[src/slb_consts.vh]
`ifndef SLB_CONSTS_VH
`define SLB_CONSTS_VH
// Status word layout
`define SLB_ST_ORDER 0
`define SLB_ST_BOOT_LO 1
`define SLB_ST_BOOT_HI 4
`define SLB_ST_MEM 5
`define SLB_ST_CLKO 6
`define SLB_ST_E0_LO 7
`define SLB_ST_E0_HI 9
`define SLB_ST_E1_LO 10
`define SLB_ST_E1_HI 11
`define SLB_ST_LINK 12
`define SLB_ST_GP_LO 13
`define SLB_ST_GP_HI 17
`define SLB_ST_W 18
`define SLB_CTL_W 6
// Control word bit positions
`define SLB_CTL_HOST 0
`define SLB_CTL_CELL 1
`define SLB_CTL_TDM0 2
`define SLB_CTL_TDM2 4
`define SLB_CTL_ETH1 5
// Reset values (pull-up/pull-down defaults)
`define SLB_ST_RST 18'h00003
`define SLB_CTL_RST 6'h00
// Boot mode codes
`define SLB_BOOT_IMM 4'h0
`define SLB_BOOT_HOST 4'h1
`define SLB_BOOT_TWI 4'h2
`define SLB_BOOT_LINK 4'h3
`define SLB_BOOT_CELL 4'h4
`define SLB_BOOT_ETH 4'h5
`endif

[src/slb_strap_latch.v]
// Operation
// - Configuration options come from dedicated pins, captured at start-up.
// - Captured options held in status word and pull-control word.
// - Six pull-enable straps shared with general pins 0 to 5.
// - Pull-enable strap disables that interface's output drivers.
// - Host, cell, eth1 get pull-up and pull-down; tdm ports pull-down only.
// - Shared pins re-sampled on every later external reset.
// - Reset-status output active while any reset is in progress.
// - Cold or warm reset release latches boot mode, which picks next step.
// - Immediate, host and ROM boot; ROM loaders serve other interfaces.
// - Host boot holds cores in reset until host releases them.
// - Immediate boot starts cores at level-2 base right at release.
// - Two-wire boot loads code or tables, then runs code or resumes ROM.
// - Link, cell, ethernet boots wait for final section, then execute.
// - Two-wire interface may supply user code or tables for other modes.
// - Core clock synthesiser disabled and bypassed after reset release.
// - Cold and warm resets both re-sample all straps.
// - Internal soft resets do not re-latch straps but show on status.
`timescale 1ns/100ps
`include "slb_consts.vh"
module slb_strap_latch (
    // Clock and reset
    input wire clk,
    input wire resetn,
    // External reset pins, active low
    input wire cold_rst_n,
    input wire warm_rst_n,
    // Internal soft/system reset request
    input wire soft_rst,
    // Strap pins
    input wire byte_order_strap,
    input wire [3:0] boot_select_strap,
    input wire memory_ctrl_enable_strap,
    input wire clock_output_enable_strap,
    input wire [2:0] eth0_interface_select,
    input wire [1:0] eth1_interface_select,
    input wire serial_link_enable_strap,
    input wire [4:0] general_option_straps,
    // Shared general pins 0..5 carrying the pull-enable straps
    input wire [5:0] gpio_strap,
    // Boot progress from loaders and host
    input wire host_release,
    input wire twi_last_code,
    input wire twi_params_done,
    input wire load_last_section,
    // Latched words
    output reg [17:0] strap_status_register,
    output reg [5:0] strap_control_register,
    // Reset status
    output reg reset_in_progress_out,
    // Core control
    output reg core_reset_n,
    output reg core_start_l2,
    output reg rom_exec,
    output reg loader_active,
    // Clock synthesiser enable, off after release
    output reg synth_enable,
    // Per-interface output-driver enable
    output reg [5:0] if_drive_en,
    // Pull-up and pull-down enables per interface
    output reg [5:0] if_pullup_en,
    output reg [5:0] if_pulldown_en
);
    // Boot sequencer states
    localparam [2:0] S_RESET = 3'h0;
    localparam [2:0] S_HOLD = 3'h1;
    localparam [2:0] S_LOAD = 3'h2;
    localparam [2:0] S_RUN = 3'h3;
    localparam [2:0] S_ROM = 3'h4;
    // Tdm ports have no pull-up resistor, only pull-down
    localparam [5:0] PU_MASK = (6'h01 << `SLB_CTL_HOST) | (6'h01 << `SLB_CTL_CELL) |
        (6'h01 << `SLB_CTL_ETH1);
    wire [2:0] rst_s;
    wire [17:0] st_s;
    wire [5:0] ctl_s;
    wire [3:0] prog_s;
    reg ext_prev_r;
    reg [2:0] state_r;
    reg [2:0] state_nxt;
    wire ext_active;
    wire release_edge;
    wire [3:0] mode;
    wire soft_active;
    wire boot_go;

    // Pins come from outside the clock domain
    slb_sync #(.W(3)) u_rst_sync (
        .clk(clk),
        .resetn(resetn),
        .d({cold_rst_n, warm_rst_n, soft_rst}),
        .q(rst_s)
    );
    slb_sync #(.W(18)) u_st_sync (
        .clk(clk),
        .resetn(resetn),
        .d({general_option_straps, serial_link_enable_strap, eth1_interface_select,
            eth0_interface_select, clock_output_enable_strap, memory_ctrl_enable_strap,
            boot_select_strap, byte_order_strap}),
        .q(st_s)
    );
    slb_sync #(.W(6)) u_ctl_sync (
        .clk(clk),
        .resetn(resetn),
        .d(gpio_strap),
        .q(ctl_s)
    );
    slb_sync #(.W(4)) u_prog_sync (
        .clk(clk),
        .resetn(resetn),
        .d({host_release, twi_last_code, twi_params_done, load_last_section}),
        .q(prog_s)
    );

    // Either external pin low counts; soft reset excluded on purpose
    assign ext_active = !rst_s[2] || !rst_s[1];
    assign soft_active = rst_s[0];
    assign release_edge = ext_prev_r && !ext_active;
    // Hold the sequencer one edge past capture so it never reads the stale mode
    assign boot_go = !ext_active && !soft_active && !release_edge;
    assign mode = strap_status_register[`SLB_ST_BOOT_HI:`SLB_ST_BOOT_LO];

    // Capture straps only on external release, so soft resets keep them
    always @(posedge clk) begin
        if (!resetn) begin
            ext_prev_r <= 1'b1;
            strap_status_register <= `SLB_ST_RST;
            strap_control_register <= `SLB_CTL_RST;
        end else begin
            ext_prev_r <= ext_active;
            if (release_edge) begin
                strap_status_register <= st_s;
                strap_control_register <= ctl_s;
            end
        end
    end

    // Reset status covers external and soft resets alike
    always @(posedge clk) begin
        if (!resetn) begin
            reset_in_progress_out <= 1'b1;
        end else begin
            reset_in_progress_out <= ext_active || soft_active;
        end
    end

    // Pull enable turns drivers off; tdm ports get pull-down only
    always @(posedge clk) begin
        if (!resetn) begin
            if_drive_en <= 6'h00;
            if_pullup_en <= 6'h00;
            if_pulldown_en <= 6'h00;
        end else begin
            if_drive_en <= ~strap_control_register & {6{!reset_in_progress_out}};
            if_pulldown_en <= strap_control_register;
            if_pullup_en <= strap_control_register & PU_MASK;
        end
    end

    // Boot sequencer next state
    always @* begin
        state_nxt = state_r;
        case (state_r)
            S_RESET: begin
                if (boot_go) begin
                    case (mode)
                        `SLB_BOOT_IMM: state_nxt = S_RUN;
                        `SLB_BOOT_HOST: state_nxt = S_HOLD;
                        default: state_nxt = S_LOAD;
                    endcase
                end
            end
            S_HOLD: begin
                if (prog_s[3]) begin
                    state_nxt = S_RUN;
                end
            end
            S_LOAD: begin
                if (mode == `SLB_BOOT_TWI) begin
                    if (prog_s[2]) begin
                        state_nxt = S_RUN;
                    end else if (prog_s[1]) begin
                        state_nxt = S_ROM;
                    end
                end else if (prog_s[0]) begin
                    state_nxt = S_RUN;
                end
            end
            S_RUN: state_nxt = S_RUN;
            S_ROM: state_nxt = S_ROM;
            default: state_nxt = S_RESET;
        endcase
        if (ext_active || soft_active) begin
            state_nxt = S_RESET;
        end
    end

    // Sequencer register and core controls
    always @(posedge clk) begin
        if (!resetn) begin
            state_r <= S_RESET;
            core_reset_n <= 1'b0;
            core_start_l2 <= 1'b0;
            rom_exec <= 1'b0;
            loader_active <= 1'b0;
            synth_enable <= 1'b0;
        end else begin
            state_r <= state_nxt;
            core_reset_n <= (state_nxt == S_RUN) || (state_nxt == S_ROM) ||
                (state_nxt == S_LOAD);
            core_start_l2 <= (state_nxt == S_RUN);
            rom_exec <= (state_nxt == S_LOAD) || (state_nxt == S_ROM);
            loader_active <= (state_nxt == S_LOAD);
            // Synthesiser stays bypassed; software enables it elsewhere
            synth_enable <= 1'b0;
        end
    end
endmodule // slb_strap_latch

[src/slb_sync.v]
`timescale 1ns/100ps
// Two-stage synchroniser, one per bus bit
module slb_sync #(
    parameter W = 1
) (
    // Clock and reset
    input wire clk,
    input wire resetn,
    // Data
    input wire [W-1:0] d,
    output reg [W-1:0] q
);
    reg [W-1:0] meta_r;

    // First stage is read only by the second
    always @(posedge clk) begin
        if (!resetn) begin
            meta_r <= {W{1'b0}};
            q <= {W{1'b0}};
        end else begin
            meta_r <= d;
            q <= meta_r;
        end
    end
endmodule // slb_sync

[config.mk]
export PLATFORM = sky130hd
export DESIGN_NAME = slb_strap_latch
export DESIGN_NICKNAME = d
export VERILOG_FILES = /design/src/slb_strap_latch.v /design/src/slb_sync.v
export VERILOG_INCLUDE_DIRS = /design/src
export SDC_FILE = /design/constraint.sdc
export NUM_CORES = 1
export LEC_CHECK = 0
export ABC_AREA = 1
export BUFFER_PORTS_ARGS = -buffer_cell sky130_fd_sc_hd__buf_2
export CAP_MARGIN = 30
export CORE_UTILIZATION = 43
export CTS_BUF_LIST = sky130_fd_sc_hd__clkbuf_8
export DETAILED_ROUTE_END_ITERATION = 8
export PLACE_DENSITY = 0.65
export REMOVE_ABC_BUFFERS = 1
export SLEW_MARGIN = 20
export SYNTH_ARGS = -nofsm -noshare
export SYNTH_HDL_FRONTEND = slang
export SYNTH_SLANG_ARGS = --single-unit
[constraint.sdc]
create_clock -name clk -period 3.4 [get_ports clk]
set_clock_uncertainty 0.1 [all_clocks]
set_input_delay 0.51 -clock clk [delete_from_list [all_inputs] [get_ports clk]]
set_output_delay 0.51 -clock clk [all_outputs]
set_load 0.03 [all_outputs]
==> impl_results.md, run 1 <==
* Antenna Nets Post-Route at 0
* PostCTS Resize Cnt at 0
* Yosys reg bits at 107
* Crit path capture type: flip-flop
* Final min period at 1660 ps
* Async S/R FF share, synth at 0
* Placed Cells at 561
* # IOs at 81
* Fin nets at 503
* Clock sink count at 107
* Max-slew headroom at 0.642
* Clock Pin Slew Worst Setup and Hold Paths at 90 ps
* Most used DFF post-synth: dfxtp_1
* Worst Setup Start Kind: flip-flop
* Number of flops mapped to enable cells by yosys at 0
* Hold path start: gpio_strap[4]
* FF-to-FF Start: u_rst_sync.q[2]
* Max Fanout on Critical Path at 27
* Tightest Pin Transition at 536 ps
* Mean Syn Cell Area at 8.48 sq um
* Worst R2R End: strap_status_register[15]
* Root buf cell: clkbuf_8
* Post-synthesis cell area at 3410 sq um
* Layout cell share with drive strength beyond 1 at 0.232
* Rows at 32
* Max-cap violation count at 0
* Compound-Gate Fraction of Synth Area at 0.0554
* Adder-Cell Fraction of Synth Area at 0
* Ys Warns at 0
* # H-tree levels at 3
* Multiplexer share of the synthesized area at 0
* Seq/Total Area, Yosys at 0.628
* Leakage at 2.28 nW
* Worst Path Class, Setup: reg2reg
* Max Fclk at 0.603 GHz
* Mapped Cells at 402
* Total power at 2.17 mW
* List of most frequent post-synthesis cells: 119 x nand2_1, 107 x dfxtp_1, 78 x inv_1
* Core area at 7690 sq um
* Vias/cell at 4.07
* CTS tree: yes
* Clock Path Buffers at 2
* Worst-skew pair later-pin latency at 360 ps
* Cts bufs inserted at 9
* Max-slew violations at 0
* Arr. time, crit path at 1840 ps
* Setup_tns at 0 ps
* Overall Global Routing Usage at 0.142
* Final Hold Viols at 0
* Placer Congestion at 0.764
* # DRC at 1
* Final Cycle Share at 0.487
* Die H at 91.0 um
* Synth area leader: dfxtp_1
* Most frequent cell after synthesis: nand2_1
* IO buf count at 76
* Initial core utilization at 0.443
* Ranking of synthesized cells by area: dfxtp_1 63%, nand2_1 13%, inv_1 8.6%, a21oi_1 3.7%, buf_4 2.0%
* Final Setup Violations at 0
* Syn-to-layout area delta at 17.8%
* Non-Filler Instances at 577
* Hold Buf Count CTS at 0
* R2R setup slack at 1740 ps
* 1st-pass router iterations at 8
* DP HPWL at 3440 um
* Vias in the first global route at 2139
* Pwr dens at 541 nW/um^2
* Final wirelength at 5220 um
* Post-Synth XOR/XNOR Area at 0
* 1st-iter DRT viols at 91
* Width of the chip at 91.0 um
* Die Area at 8290 sq um
* First-pass GRT wire length at 9250 um
* Post-synthesis simple-gate area fraction at 0.186
* Wirelength per Cell at 9.04 um
* Largest family of logic cells by synthesized area: simple AND/OR/NAND/NOR gates
* CP Data Required Time at 3580 ps
* Post-CTS setup buffer count at 0
* Synth top area share at 0.628
* Reg2Reg Depth at 6
* Via Count at 2347
* Worst vdd ir at 0.000252 V
* Hold crit path type: in2reg
* WHS Path Cells at 3
* RSZ-0062 raised after global routing: no
* GRT Residual Overflow at 0
* Status: complete, but fails checks
* Largest net degree at the start of global routing at 45
* Hold Path Sink: u_ctl_sync.meta_r[4]
* Synth unique cells at 23
* Violated checks: DRC
* ANT cells at 0
* Initial antenna violation count at 0
state kept, by name (all words and copies together), names as in the netlist, 3 cells and up:
| signal | cells |
|---|---|
| u_rst_sync.meta_r | 3 |
| strap_status_register | 18 |
| u_ctl_sync.meta_r | 6 |
| u_st_sync.q | 18 |
| u_prog_sync.q | 4 |
| strap_control_register | 6 |
| state_r | 3 |
| if_drive_en | 6 |
| u_prog_sync.meta_r | 4 |
| u_ctl_sync.q | 6 |
| u_rst_sync.q | 3 |
| if_pullup_en | 3 |
| u_st_sync.meta_r | 18 |
| if_pulldown_en | 3 |
area by class of cell:
type / instances / area, sq um
Fill cell: 778 / 3670
Sequential cell: 107 / 2140
Multi-Input combinational cell: 193 / 840
Timing Repair Buffer: 77 / 388
Inverter: 82 / 308
Tap cell: 102 / 128
Clock buffer: 9 / 124
Clock inverter: 7 / 85.1
where the power goes:
| group | switching [mW] | internal [mW] | total, mW |
|---|---|---|---|
| registers | 0.00894 | 1.29 | 1.30 |
| logic | 0.0506 | 0.0288 | 0.0794 |
| clock network | 0.387 | 0.407 | 0.794 |
how the worst max path moves through the flow:
stage | from | to | slack (ps) | depth (start not counted)
after floorplan | strap_status_register[2] | core_reset_n | 2020 | 7
after global placement | resetn | if_drive_en[1] | 1460 | 4
after detailed placement | resetn | if_drive_en[4] | 1430 | 4
after CTS | u_rst_sync.q[2] | strap_status_register[17] | 1680 | 6
after global routing | u_rst_sync.q[1] | strap_status_register[15] | 1520 | 6
final | u_rst_sync.q[2] | strap_status_register[15] | 1740 | 6
cells in the final DEF, fill, tap and decap left out, drive strengths merged, types with 4 or more instances in the layout:
master,count
nor2,19
o21ai,6
inv,84
nand2,124
dfxtp,107
buf,77
nand3,7
clkbuf,9
conb,4
a21oi,28
logic make-up after synthesis:
family / Yosys count
buf+inv: 105
compound gates: 35
simple gates: 154
flops: 107
other cells: 1
stage by stage:
step / cell area [sq um] / worst slack [ps] / hold slack (ps) / util
2_1_floorplan: 3290 / 2020 / 290 / -
3_3_place_gp: 3800 / 1460 / 294 / 0.495
3_5_place_dp: 3800 / 1430 / 295 / 0.495
4_1_cts: 4010 / 1680 / 207 / 0.522
5_1_grt: 4010 / 1520 / 216 / 0.522
6_report: 4010 / 1740 / 226 / 0.522
critical path, stage by stage (launching register included):
cell and delay [ps]:
dfxtp_1 340, nand2_1 80, inv_2 70, nand2_2 300
inv_2 440, nand2_1 100, a21oi_1 140
per-layer routing:
metal	part of all wire	wire length (um)	GRT usage
met5	0	0	0
met4	0.021	109	0.0714
met3	0.041	216	0.0402
met2	0.46	2420	0.239
met1	0.47	2470	0.164
No activity file was read; power rests on OpenSTA's default activity.
==> run 2, diff against run 1 <==
Clock period 3.4 ns to 1.7 ns, I/O delays scaled along.
==> impl_results.md, run 2 (same netlist as run 1, synthesis figures left out) <==
* Register area at 2140 sq um (unchanged)
* Placer Congestion at 0.746 (-2.4%)
* Fillers at 716 (-8.0%)
* Wirelength per Cell at 9.73 um (+7.6%)
* Rows at 32 (unchanged)
* Total power at 4.21 mW (+94%)
* Max Fanout on Critical Path at 22 (-19%)
* 1st-iter DRT viols at 86 (-5.5%)
* Status: complete, no violations
* Worst Path Class, Setup: reg2reg
* Die H at 91.0 um (unchanged)
* IO buf count at 76 (unchanged)
* Gate power share at 0.054 (+0.017)
* Sw Share at 0.226 (+0.0202)
* Root buf cell: clkbuf_8
* Fin nets at 536 (+6.6%)
* P_int at 3.26 mW (+89%)
* Clock sink count at 107 (unchanged)
* Reg power frac at 0.617 (+0.019)
* Arr. time, crit path at 1570 ps (-270 ps)
* # DRC at 0 (-1)
* Setup_tns at 0 ps (unchanged)
* 1st-pass router iterations at 4 (-4)
* ANT cells at 0 (unchanged)
* GRT Residual Overflow at 0 (unchanged)
* Hold WS at 192 ps (-34.0 ps)
* # H-tree levels at 3 (unchanged)
* # IOs at 81 (unchanged)
* Commonest non-fill, non-tap cell in the layout: nand2_1
* Top flop regs: strap_status_register: 18 flops, u_st_sync.meta_r: 18 flops, u_st_sync.q: 18 flops
* Initial antenna violation count at 0 (unchanged)
* Max-cap violation count at 0 (unchanged)
* Clock power frac at 0.330 (-0.036)
* Overall Global Routing Usage at 0.157 (+0.0150)
* Final wirelength at 5940 um (+14%)
* Crit path capture type: flip-flop
* Clock Pin Slew Worst Setup and Hold Paths at 100 ps (about the same)
* Core area at 7690 sq um (unchanged)
* CTS tree: yes
* Final Setup Violations at 0 (unchanged)
* Leakage at 2.40 nW (+5.3%)
* Syn-to-layout area delta at 26.8%
* Final Hold Viols at 0 (unchanged)
* Via Count at 2526 (+7.6%)
* CP Data Required Time at 1890 ps (-1690 ps)
* Cts bufs inserted at 9 (unchanged)
* Largest net degree at the start of global routing at 77 (+71%)
* Area occupied by multi-input gates at 840 sq um (unchanged)
* First-pass GRT wire length at 10200 um (+10%)
* Worst vdd ir at 0.000541 V (+110%)
* DP HPWL at 3630 um (+5.4%)
* Die Area at 8290 sq um (unchanged)
* Clock Path Buffers at 2 (unchanged)
* Width of the chip at 91.0 um (unchanged)
* RSZ-0062 raised after global routing: no
* Max-slew violations at 0 (unchanged)
* Vias/cell at 4.14 (+1.8%)
* Vias in the first global route at 2372 (+11%)
* Most frequent cells in the layout: 119 x nand2_1, 107 x dfxtp_1, 79 x inv_1
* Net switching power figure at 0.951 mW (+110%)
* Hold crit path type: in2reg
* Worst Setup Start Kind: flip-flop
* Pwr dens at 974 nW/um^2 (+80%)
* Max Fclk at 0.727 GHz (+20%)
* Initial core utilization at 0.443 (unchanged)
* Final Cycle Share at 0.809 (+0.322)
* Final min period at 1380 ps (-281 ps)
* Worst-skew pair later-pin latency at 360 ps (about the same)
* Antenna Nets Post-Route at 0 (unchanged)
* Layout cell share with drive strength beyond 1 at 0.222 (-0.00914)
* PostCTS Resize Cnt at 0 (unchanged)
* Finished Core Util at 0.562 (+0.0400)
## run 2: changes by cell type in the layout (fill, tap and decap cells not counted), sizes merged
cell	change
dlygate4sd3	+31
buf	+2
bufinv	-2
clkbuf	+1
clkinvlp	+1
## run 2: layer usage
metal / up-vias / GRT usage / part of all wire
met3: 10 / 0.0494 / 0.047
li1: 1357 / - / -
met2: 57 / 0.276 / 0.49
met5: - / 0 / 0
met1: 1102 / 0.175 / 0.45
met4: 0 / 0.0635 / 0.017
## run 2: worst paths after layout
check	from	end	slack, ps	depth (start not counted)
max reg2reg	u_rst_sync.q[1]	strap_status_register[11]	320	6
max	u_rst_sync.q[1]	strap_status_register[11]	320	6
min	resetn	core_start_l2	190	3
min reg2reg	u_st_sync.meta_r[3]	u_st_sync.q[3]	310	2
## run 2: area by class of cell
type,instances,area share
clock buffer,10,0.0318
timing repair buffer,110,0.168
tap,102,0.0295
sequential,107,0.496
clock inverter,6,0.00955
inverter,82,0.0712
multi-input combinational,193,0.194
## run 2: worst max-delay path, stage by stage (launching register included)
cell and delay (ps):
dfxtp_1 340, nand2_1 60, inv_2 60, nand2_2 160, inv_2 340, nand2_1 90, a21oi_1 160
## run 2: what timing repair did
action                    CTS  global route
hold endpoints to repair   31             0
buffers inserted            0             0
hold buffers               31             0
## run 2: power by group through the flow
stage	Combinational [mW]	Sequential, mW	Clock (mW)
final	0.225	2.60	1.39
after global routing	0.256	2.60	1.56
after CTS	0.223	2.60	1.44
after detailed placement	0.169	2.66	0
after global placement	0.166	2.65	0
after floorplan	0.0778	2.66	0
## run 2: per-stage QoR
stage	cell area, sq um	instances	worst slack (ps)
after floorplan	3290	382	319
after global placement	3830	563	416
after detailed placement	3830	563	329
after CTS	4320	610	294
after global routing	4320	610	122
final	4320	610	324
